`src/rtl/ecf_map.vh`:
```
// Constants for the electronic cam follower
`ifndef ECF_MAP_VH
`define ECF_MAP_VH
`define ECF_EN_OFF        1'h0
`define ECF_EN_ON         1'h1
`define ECF_SRC_CAPTURE   3'h0
`define ECF_SRC_LINENC    3'h1
`define ECF_SRC_PULSE     3'h2
`define ECF_SRC_PROC      3'h3
`define ECF_SRC_TICK      3'h4
`define ECF_SRC_SYNCCAP   3'h5
`define ECF_SRC_ANALOG    3'h6
`define ECF_ST_STOP       2'h0
`define ECF_ST_LEAD       2'h1
`define ECF_ST_ENGAGED    2'h2
`define ECF_DIV_MIN       10'h005
`define ECF_DIV_MAX       10'h2D0
`define ECF_DO_CAM_AREA   5'h18
`define ECF_CLK_MHZ       200
`define ECF_TICK_US       1000
`define ECF_TICK_CYCLES   (`ECF_TICK_US * `ECF_CLK_MHZ)
`define ECF_MPOS_RST      32'h00000000
`endif
```
`src/rtl/ecf_cam_follower.v`:
```
// Electronic cam follower: master select, curve lookup, interpolation, command sum
// Summary of operation
// - Cam runs only while the drive is in procedure register mode.
// - Enable at zero, the default, turns cam off and disengages at once.
// - Enable written one switches the cam function on.
// - Cam state is one of stopped, lead pulse, engaged.
// - Source one is linear encoder, two is pulse command input.
// - Source zero follows the capture source chosen by capture field.
// - Source three is procedure command, four is a 1 ms tick.
// - Source five is synchronous capture axis, six is analog channel one.
// - Servo command equals cam output plus procedure command.
// - Cam output contributes only while engaged.
// - Procedure term always valid, except zeroed when it drives the engaged cam.
// - Procedure increments still trim the slave while the cam runs.
// - Curve read from data array at start index, division count plus one entries.
// - Engage point parameter sets the curve point where engagement starts.
// - Division count taken from parameter, valid range 5 to 720.
// - Curve entries are signed 32-bit two's complement values.
// - Curve entries hold slave position in user position units.
// - Master pulses accumulate incrementally into the cam axis.
// - Slave output leaves as increments into the position command path.
// - No forced return to start after a revolution; curve decides.
// - Segments between points interpolated with smooth quadratic ends.
// - Cam area output asserts while master position is inside the area.
// - Enabled cam counts master pulses; monitor writable before engaging.
`include "ecf_map.vh"
module ecf_cam_follower #(
  parameter AW        = 10,                   // Data array address width
  parameter FW        = 8,                    // Fraction bits per curve point
  parameter TICK_CYC  = `ECF_TICK_CYCLES      // Cycles per 1 ms tick
) (
  input  wire                 i_clk,          // System clock 200 MHz
  input  wire                 i_rst_n,        // Async reset, active low
  input  wire                 i_ce,           // Clock enable, freezes state when low
  input  wire                 i_proc_mode,    // Drive in procedure register mode
  input  wire                 i_cam_enable_field,   // Cam enable
  input  wire [2:0]           i_master_source_select, // Master axis source
  input  wire [1:0]           i_capture_source_field, // Capture source pick
  input  wire [AW-1:0]        i_curve_start_index,    // Curve start in data array
  input  wire [9:0]           i_curve_division_count, // Divisions 5..720
  input  wire [9:0]           i_engage_point_param,   // Engage curve point
  input  wire                 i_mpos_wr,      // Master position monitor write
  input  wire [31:0]          i_mpos_wdata,   // Master position write value
  input  wire [31:0]          i_area_lo,      // Cam area low bound
  input  wire [31:0]          i_area_hi,      // Cam area high bound
  input  wire [4:0]           i_do_func,      // Digital output function code
  input  wire                 i_linear_encoder_port, // Encoder step pin
  input  wire                 i_pulse_command_port,  // Pulse command step pin
  input  wire                 i_cap_step,     // Capture axis step, same clock
  input  wire                 i_sync_capture_axis_param, // Sync capture step, same clock
  input  wire                 i_analog_step,  // Analog channel 1 step, same clock
  input  wire signed [31:0]   i_proc_inc,     // Procedure position increment
  input  wire signed [31:0]   i_array_rdata,  // Data array read data, one cycle
  output reg  [AW-1:0]        o_array_addr,   // Data array read index
  output reg  signed [31:0]   o_pos_cmd_inc,  // Position command increment to loop
  output reg  [1:0]           o_cam_state,    // Cam state
  output reg  [31:0]          o_master_position_monitor, // Master position
  output reg                  o_div_err,      // Division count out of range
  output reg                  o_do                // Cam area digital output
);

  localparam NPIN = 2;                        // Step pins: encoder, pulse command
  localparam EW   = 2 * FW + 2;               // Ease product width

  // State codes
  localparam [1:0] ST_STOP     = `ECF_ST_STOP;
  localparam [1:0] ST_LEAD     = `ECF_ST_LEAD;
  localparam [1:0] ST_ENGAGED  = `ECF_ST_ENGAGED;
  // Master source codes
  localparam [2:0] SRC_CAPTURE = `ECF_SRC_CAPTURE;
  localparam [2:0] SRC_LINENC  = `ECF_SRC_LINENC;
  localparam [2:0] SRC_PULSE   = `ECF_SRC_PULSE;
  localparam [2:0] SRC_PROC    = `ECF_SRC_PROC;
  localparam [2:0] SRC_TICK    = `ECF_SRC_TICK;
  localparam [2:0] SRC_SYNCCAP = `ECF_SRC_SYNCCAP;
  localparam [2:0] SRC_ANALOG  = `ECF_SRC_ANALOG;

  genvar             gi;
  wire [NPIN-1:0]    pin_in;
  wire [NPIN-1:0]    pin_step;
  reg  [31:0]        tick_cnt_q;
  reg                tick_q;
  wire               tick_end;
  reg  [1:0]         state_q;
  reg  [1:0]         state_d;
  reg  [9:0]         idx_q;
  reg  [9:0]         idx_d;
  reg  [FW-1:0]      frac_q;
  reg  [FW-1:0]      frac_d;
  reg  [31:0]        mpos_d;
  reg  [1:0]         fetch_q;
  reg  [AW-1:0]      base_q;
  reg  signed [31:0] p0_q;
  reg  signed [31:0] p1_q;
  reg  signed [31:0] slave_q;
  reg                step;
  wire               div_ok;
  wire               run;
  wire               engaged;
  wire               load_en;
  wire               cnt_en;
  wire               last_idx;
  wire [AW-1:0]      pt_addr;
  wire [FW:0]        f1;
  wire [FW:0]        f_rev;
  wire [EW-1:0]      sq_lo;
  wire [EW-1:0]      sq_hi;
  wire [EW-1:0]      full;
  wire [EW-1:0]      ease;
  wire signed [31:0] span;
  wire signed [63:0] diff_w;
  wire signed [31:0] interp;
  wire signed [31:0] cam_term;
  wire signed [31:0] proc_term;
  wire signed [31:0] pos_cmd_d;
  wire               area_hit;
  wire               do_d;

  assign pin_in = {i_pulse_command_port, i_linear_encoder_port};

  // Three flops per pin; a level counts once the last two agree
  generate
    for (gi = 0; gi < NPIN; gi = gi + 1) begin : g_pin
      reg  [2:0] sy_q;
      reg        lv_q;
      wire       agree;
      assign agree = (sy_q[1] == sy_q[2]);
      always @(posedge i_clk or negedge i_rst_n) begin
        if (!i_rst_n) begin
          sy_q <= 3'h0;
          lv_q <= 1'h0;
        end else if (i_ce) begin
          sy_q <= {sy_q[1:0], pin_in[gi]};
          if (agree)
            lv_q <= sy_q[2];
        end
      end
      // Rising edge of the agreed level
      assign pin_step[gi] = agree && sy_q[2] && !lv_q;
    end
  endgenerate

  assign tick_end = (tick_cnt_q == TICK_CYC - 1);
  always @(posedge i_clk or negedge i_rst_n) begin
    if (!i_rst_n) begin
      tick_cnt_q <= 32'h00000000;
      tick_q     <= 1'h0;
    end else if (i_ce) begin
      tick_q <= tick_end;
      if (tick_end)
        tick_cnt_q <= 32'h00000000;
      else
        tick_cnt_q <= tick_cnt_q + 32'h00000001;
    end
  end

  always @* begin
    case (i_master_source_select)
      SRC_CAPTURE: begin
        case (i_capture_source_field)
          2'h1:    step = pin_step[0];
          2'h2:    step = pin_step[1];
          default: step = i_cap_step;
        endcase
      end
      SRC_LINENC:  step = pin_step[0];
      SRC_PULSE:   step = pin_step[1];
      SRC_PROC:    step = (i_proc_inc != 32'sh00000000);
      SRC_TICK:    step = tick_q;
      SRC_SYNCCAP: step = i_sync_capture_axis_param;
      SRC_ANALOG:  step = i_analog_step;
      default:     step = 1'h0;
    endcase
  end

  assign div_ok   = (i_curve_division_count >= `ECF_DIV_MIN) &&
                    (i_curve_division_count <= `ECF_DIV_MAX);
  assign run      = i_proc_mode && (i_cam_enable_field == `ECF_EN_ON) && div_ok;
  assign engaged  = (state_q == ST_ENGAGED);
  // a monitor write wins over a step until engaged
  assign load_en  = i_mpos_wr && !engaged;
  assign cnt_en   = run && step && !load_en;
  assign last_idx = (idx_q == i_curve_division_count - 10'h001);

  always @* begin
    state_d = state_q;
    case (state_q)
      ST_STOP: begin
        if (run)
          state_d = ST_LEAD;
      end
      ST_LEAD: begin
        if (step && !i_mpos_wr)
          state_d = ST_ENGAGED;
      end
      ST_ENGAGED: begin
        state_d = ST_ENGAGED;
      end
      default: begin
        state_d = ST_STOP;
      end
    endcase
    if (!run)
      state_d = ST_STOP;
  end

  // index and fraction, wrapping at the division count
  always @* begin
    idx_d  = idx_q;
    frac_d = frac_q;
    if (run && state_q == ST_STOP) begin
      idx_d  = i_engage_point_param;
      frac_d = {FW{1'b0}};
    end else if (cnt_en && engaged) begin
      frac_d = frac_q + {{(FW-1){1'b0}}, 1'b1};
      if (&frac_q) begin
        if (last_idx)
          idx_d = 10'h000;
        else
          idx_d = idx_q + 10'h001;
      end
    end
  end

  always @* begin
    mpos_d = o_master_position_monitor;
    if (load_en)
      mpos_d = i_mpos_wdata;
    else if (cnt_en)
      mpos_d = o_master_position_monitor + 32'h00000001;
  end

  always @(posedge i_clk or negedge i_rst_n) begin
    if (!i_rst_n)
      state_q <= ST_STOP;
    else if (i_ce)
      state_q <= state_d;
  end

  always @(posedge i_clk or negedge i_rst_n) begin
    if (!i_rst_n) begin
      idx_q  <= 10'h000;
      frac_q <= {FW{1'b0}};
    end else if (i_ce) begin
      idx_q  <= idx_d;
      frac_q <= frac_d;
    end
  end

  always @(posedge i_clk or negedge i_rst_n) begin
    if (!i_rst_n)
      o_master_position_monitor <= `ECF_MPOS_RST;
    else if (i_ce)
      o_master_position_monitor <= mpos_d;
  end

  // curve fetch, two points per segment
  assign pt_addr = base_q + idx_q[AW-1:0];
  always @(posedge i_clk or negedge i_rst_n) begin
    if (!i_rst_n) begin
      fetch_q      <= 2'h0;
      o_array_addr <= {AW{1'b0}};
      p0_q         <= 32'sh00000000;
      p1_q         <= 32'sh00000000;
      base_q       <= {AW{1'b0}};
    end else if (i_ce) begin
      base_q  <= i_curve_start_index;
      fetch_q <= fetch_q + 2'h1;
      case (fetch_q)
        2'h0:    o_array_addr <= pt_addr;
        2'h1:    o_array_addr <= pt_addr + {{(AW-1){1'b0}}, 1'b1};
        2'h2:    p0_q         <= i_array_rdata;
        default: p1_q         <= i_array_rdata;
      endcase
    end
  end

  // two quadratic halves, slope continuous at the middle
  assign f1     = {1'b0, frac_q};
  assign f_rev  = {1'b1, {FW{1'b0}}} - f1;
  assign sq_lo  = {{FW{1'b0}}, f1, 1'b0} * {{(FW+1){1'b0}}, f1};
  assign sq_hi  = {{FW{1'b0}}, f_rev, 1'b0} * {{(FW+1){1'b0}}, f_rev};
  assign full   = {2'b01, {(2*FW){1'b0}}};
  assign ease   = frac_q[FW-1] ? (full - sq_hi) : sq_lo;
  assign span   = p1_q - p0_q;
  assign diff_w = $signed({{32{span[31]}}, span}) * $signed({{(64-EW){1'b0}}, ease});
  assign interp = p0_q + diff_w[2*FW+31:2*FW];

  // slave increment from curve, no forced return
  always @(posedge i_clk or negedge i_rst_n) begin
    if (!i_rst_n)
      slave_q <= 32'sh00000000;
    else if (i_ce && fetch_q == 2'h0)
      slave_q <= interp;
  end

  assign cam_term  = engaged ? (interp - slave_q) : 32'sh00000000;
  assign proc_term = (engaged && i_master_source_select == SRC_PROC) ?
                     32'sh00000000 : i_proc_inc;
  // cam increment once per fetch loop
  assign pos_cmd_d = (fetch_q == 2'h0 ? cam_term : 32'sh00000000) + proc_term;
  assign area_hit  = (o_master_position_monitor >= i_area_lo) &&
                     (o_master_position_monitor <= i_area_hi);
  assign do_d      = (i_do_func == `ECF_DO_CAM_AREA) && area_hit;

  always @(posedge i_clk or negedge i_rst_n) begin
    if (!i_rst_n) begin
      o_pos_cmd_inc <= 32'sh00000000;
      o_do          <= 1'h0;
    end else if (i_ce) begin
      o_pos_cmd_inc <= pos_cmd_d;
      o_do          <= do_d;
    end
  end

  always @(posedge i_clk or negedge i_rst_n) begin
    if (!i_rst_n) begin
      o_cam_state <= ST_STOP;
      o_div_err   <= 1'h0;
    end else if (i_ce) begin
      o_cam_state <= state_q;
      o_div_err   <= !div_ok;
    end
  end

endmodule

```
`config.mk`:
```
export PLATFORM = sky130hd
export DESIGN_NAME = ecf_cam_follower
export DESIGN_NICKNAME = d
export VERILOG_FILES = /design/src/rtl/ecf_cam_follower.v
export VERILOG_INCLUDE_DIRS = /design/src /design/src/rtl
export SDC_FILE = /design/constraint.sdc
export NUM_CORES = 2
export LEC_CHECK = 0
export BUFFER_PORTS_ARGS = -buffer_cell sky130_fd_sc_hd__buf_4
export CAP_MARGIN = 20
export CORE_ASPECT_RATIO = 1.5
export CORE_MARGIN = 4
export CORE_UTILIZATION = 30
export CTS_CLUSTER_SIZE = 10
export DETAILED_ROUTE_END_ITERATION = 8
export HOLD_SLACK_MARGIN = 0.06
export SETUP_SLACK_MARGIN = 0.3
export SYNTH_ARGS = -nofsm -noshare
export SYNTH_HDL_FRONTEND = slang
export SYNTH_SLANG_ARGS = --single-unit
```
`constraint.sdc`:
```
create_clock -name i_clk -period 20.6 [get_ports i_clk]
set_input_delay 3.09 -clock i_clk [delete_from_list [all_inputs] [get_ports i_clk]]
set_output_delay 3.09 -clock i_clk [all_outputs]
set_load 0.02 [all_outputs]
```
# Word level (Yosys, flattened, before mapping)

Cells that the tools add are included.
Widths: inputs -> output; s select.

Input port bits: 211
Output and inout bits: 78
Logic and storage cells: 121
Register bits after elaboration: 247

Multipliers: 3
Add/sub/neg operators: 14
Order comparisons: 4
Equality and inequality tests: 18
Bitwise operators: 1
Reductions and logical operators: 42
Multiplexer cells: 19

Operators with widths:

| kind                   | count |
|---|---|
| $mux 32                | 6 |
| $add 32x1->32 const B  | 2 |
| $add 32x32->32         | 2 |
| $sub 32x32->32         | 2 |
| $mul 32x19->48         | 1 |
| $mux 10                | 4 |
| $eq 32x18->1 const B   | 1 |
| $ge 32x32->1           | 1 |
| $le 32x32->1           | 1 |
| $reduce_bool 32->1     | 1 |
| $add 10x1->10 const B  | 2 |
| $pmux 10 s2            | 1 |
| $mux 18                | 1 |
| $sub 17x18->18 const A | 1 |
| $logic_and 1x1->1      | 17 |
| $mul 9x9->17           | 1 |
| $mul 8x8->16           | 1 |
| $mux 8                 | 2 |
| $reduce_and 2->1       | 8 |
| $add 10x10->10         | 1 |
| $eq 10x10->1           | 1 |
| $ge 10x3->1 const B    | 1 |
| $le 10x10->1 const B   | 1 |
| $sub 10x1->10 const B  | 1 |
| other kinds (23)       | 41 |

# Logic depth before layout (Yosys ltp)

Depth in word-level cells: 10
Mapped depth: 88
Depth with buffers taken out: 83

# Least setup slack after synthesis

Ideal clock, no wire load.

Kind: register to register
Start point: register frac_q[0]
End point: register o_pos_cmd_inc[31]
Buffers on the path: 5
Arrival: 16,798 ps
Stages on the path, launching flop included: 82
Period minus slack after synthesis: 16,865 ps
Setup slack: 3,735 ps
Required time: 20,533 ps
Cell sequence: dfrtp_1 clkbuf_1 inv_1 clkbuf_1 ha_1 buf_6 nand3_1 or3_1 and2_1 clkbuf_1 inv_1 nor2_1 fa_1 fa_1 inv_1 fa_1 fa_1 inv_1 [... 46 more ...] o21ai_0 a211oi_1 o21bai_1 xnor2_1 nor2_1 ha_1 nand4_1 or2_1 or3_1 nor3_1 nor3_1 a31oi_1 nand2_1 o21ai_1 xnor2_2 nand3_1 mux2_2 nand3_2

Longest elaborated chain between the ends: 10
Elaborated cells on any way between the ends: 11
Classes of those cells: add/sub (5); mul (3); mux (3)

Ends and longest elaborated chain:

| item                   | line                   | RTL |
|---|---|---|
| from (decl)            | ecf_cam_follower.v:88  | `reg [FW-1:0] frac_q;` |
| from (signal assigned) | ecf_cam_follower.v:243 | `frac_q <= {FW{1'b0}};` |
| from (signal assigned) | ecf_cam_follower.v:246 | `frac_q <= frac_d;` |
| $sub 9x8->9            | ecf_cam_follower.v:280 | `assign f_rev = {1'b1, {FW{1'b0}}} - f1;` |
| $mul 9x9->17           | ecf_cam_follower.v:282 | `assign sq_hi = {{FW{1'b0}}, f_rev, 1'b0} * {{(FW+1){1'b0}}, f_rev};` |
| $sub 17x18->18         | ecf_cam_follower.v:284 | `assign ease = frac_q[FW-1] ? (full - sq_hi) : sq_lo;` |
| $mux 18 *              | ecf_cam_follower.v:284 |  |
| $mul 32x19->48 *       | ecf_cam_follower.v:286 | `assign diff_w = $signed({{32{span[31]}}, span}) * $signed({{(64-EW){1'b0}}, ease});` |
| $add 32x32->32 *       | ecf_cam_follower.v:287 | `assign interp = p0_q + diff_w[2*FW+31:2*FW];` |
| net interp[17]         | ecf_cam_follower.v:112 | `wire signed [31:0] interp;` |
| $sub 32x32->32 *       | ecf_cam_follower.v:297 | `assign cam_term = engaged ? (interp - slave_q) : 32'sh00000000;` |
| $mux 32 *              | ecf_cam_follower.v:297 |  |
| $mux 32 *              | ecf_cam_follower.v:301 | `assign pos_cmd_d = (fetch_q == 2'h0 ? cam_term : 32'sh00000000) + proc_term;` |
| $add 32x32->32 *       | ecf_cam_follower.v:301 |  |
| to (signal assigned)   | ecf_cam_follower.v:311 | `o_pos_cmd_inc <= pos_cmd_d;` |
| to (decl)              | ecf_cam_follower.v:55  | `output reg signed [31:0] o_pos_cmd_inc,` |

Mark *: on every way through the listed nets, which the timed path passes. The rest lies on a longest branch.
A chain may end at the register's enable or synchronous reset.

# Worst setup path after layout

Same ends and word-level chain as after synthesis.

==> impl_metrics.ini <==
[synth]
yosysUniqueCellTypes = 99
synth_fa_ha_area_share_pct = 39.7
synth_top_cell_area_share_pct = 27.0
synth_top_family_by_area = adder cells
async_flop_share_pct = 100
synthXorXnorAreaFrac_pct = 5.70
ys_warn_count = 0
synth_area_per_cell_um2 = 8.70
synth_edf_count = 0
synth_seq_area_share_pct = 14.8
synth_top_cell_by_area = fa_1
muxShareOfSynthArea_pct = 4.01
yosys.cell_count.top_type = inv_1
synthTopCellsByCount = 902 x inv_1, 563 x fa_1, 544 x nand2_1
syn_area_um2 = 41700
ys_ff_latch = 247
synthFlopType = dfrtp_1
synth_cells = 4790
synth_simple_gate_area_share_pct = 15.1
synth_compound_area_share_pct = 11.0
yosys-top-cells-area = fa_1 27%, dfrtp_1 15%, ha_1 13%

[timing]
worst_pin_slew_ps = 1120
setup_violations = 0
fin_skew_ps = 27.4
finalCritPeriodShare_pct = 91.6
rsz0062_at_grt = no
fin_crit_ps = 18860
max_slew_margin_pct = 24.9
hold_viol = 0
final.setup.tns_ps = 0
slew_violations = 0
max_freq_mhz = 53.0

[cts]
holdBufCountCts = 0
cts.clk_slew.worst_paths_ps = 60
htree_levels = 1
cts_setup_buffers = 0
clockBufferDepth = 3
cts_root_buf = clkbuf_16
cts_buffers = 29
cts_tree = built
clk_latency_ps = 610
clkSinkCount = 247
cts_resized = 0

[route]
drc = 0
routed_via_density = 4.89
drtPass1Iterations = 5
postRouteAntennaNets = 0
wl_mm = 128
vias = 33700
dr.first_iter.drc_count = 1647
drt-wirelength-per-cell_um = 18.6

[worst_setup_path]
timing.rr.end = o_pos_cmd_inc[31]
critPathArrivalTime_ps = 19390
rrSetupSlack_ps = 1740
r2r_start = frac_q[0]
worstPathBufferInverterCount = 10
cp-start-kind = flip-flop
critical_path_required_ps = 21130
startpoint = frac_q[0]
end_kind = flip-flop
crit_type = reg2reg
crit_path_max_fanout = 32
critPathCapture = o_pos_cmd_inc[31]
cp_num_cells = 80
r2r_cells = 80
slowest_stage = fa_1
max_stage_delay_ps = 570
crit_family = adder cells

[global_route]
grt_max_degree = 81
antenna_found_initial = 14
grt_pass1_wl_mm = 204
grt_use_total_pct = 17.7
grt-ovfl-total = 0
grt_pass1_vias = 36600

[floorplan]
dieArea_um2 = 145000
start_util_pct = 30.2
core_um2 = 138000
fp.dieW_um = 312
row_count = 167
io_pins = 289
die_h_um = 464

[cells_and_area]
instances_no_fill = 6896
synthToLayoutAreaGrowth_pct = 12.9
drive_gt1_share_pct = 12.0
finalNetCount = 6225

[run]
drv_cap = 0

[min_path]
holdCritPathClass = reg2reg

[placement]
dp.cells = 6853
gp_congestion = 0.944
portBuffers = 288
hpwl_mm = 108

[status]
outcome = complete, no violations
-- sequential cells by signal (all words and copies together), names as in the netlist --
name / cells
base_q: 10
fetch_q: 2
frac_q: 8
g_pin.lv_q: 2
g_pin.sy_q: 6
idx_q: 10
o_array_addr: 10
o_cam_state: 2
o_div_err: 1
o_do: 1
o_master_position_monitor: 32
o_pos_cmd_inc: 32
p0_q: 32
p1_q: 32
slave_q: 32
state_q: 2
tick_cnt_q: 32
tick_q: 1
-- final cells by class --
type	instances	area, um^2
diodes	5	12.5
clock buffers	32	757
clock inverters	2	28.8
fillers	14400	91100
inverters	909	3410
multi-input cells	3489	31700
flip-flops and latches	247	6180
well taps	1859	2330
repair buffers	353	2670
-- worst min-delay path by stage --
stage / start / end / slack (ps) / cells past startpoint
global route: tick_cnt_q[31] / tick_cnt_q[31] / 510 / 1
detailed placement: slave_q[24] / slave_q[24] / 480 / 2
CTS: tick_cnt_q[31] / tick_cnt_q[31] / 490 / 1
global placement: tick_cnt_q[31] / tick_cnt_q[31] / 460 / 1
finish: slave_q[24] / slave_q[24] / 490 / 2
floorplan: tick_cnt_q[31] / tick_cnt_q[31] / 450 / 1
-- layout by cell type (no fill, tap or decap), types with 24 or more instances in the layout --
cell type / synthesis / final
dfrtp_1: 247 / 247
nand3_1: 73 / 73
buf_4: 0 / 349
nor3_1: 59 / 58
and2_1: 76 / 75
a21o_1: 102 / 102
xor2_1: 80 / 79
nand4_1: 36 / 36
nor2b_1: 71 / 70
xnor2_1: 182 / 178
mux2_2: 134 / 134
o21ai_0: 131 / 128
clkbuf_16: 0 / 29
fa_1: 563 / 563
inv_1: 902 / 902
nor4_1: 24 / 24
o21a_1: 35 / 34
nor2_1: 335 / 333
o21bai_1: 26 / 26
and3_1: 36 / 36
ha_1: 422 / 422
a21oi_1: 233 / 228
nand2b_1: 43 / 42
nand2_1: 544 / 542
-- tightest hold or removal path, stage by stage, from the launching register on --
cell     delay [ps]
dfrtp_1         340
nand2_1          50
o31ai_1          60
-- stage by stage --
step / area, um^2 / util (%) / worst slack (ps) / hold WS [ps]
3_3_place_gp: 46200 / 33.5 / 1850 / 463
2_1_floorplan: 41700 / - / 3730 / 447
5_1_grt: 47000 / 34.1 / 319 / 509
6_report: 47100 / 34.1 / 1740 / 491
4_1_cts: 47000 / 34.0 / 1480 / 489
3_5_place_dp: 46200 / 33.5 / 1540 / 478
-- routing by layer --
metal,vias up,share of wire [%],GRT usage (%)
met3,281,6.3,3.53
met4,16,5.2,8.06
met2,927,52,33.4
met5,-,0.078,0
met1,16700,36,19.0
li1,15800,-,-
-- cell families (layout without fill, tap and decap cells) --
logic type,count (synthesis),after routing
adders and majority gates,985,985
and+or+nand+nor,1371,1371
AOI/OAI and AO/OA,712,712
other,1,10
muxes,149,149
buffers and inverters,1058,1296
DFF,247,247
xor gates and xnor gates,267,267
Power is not shown: default switching activity piles up to over one toggle a cycle in this logic, so the estimate is an artifact.
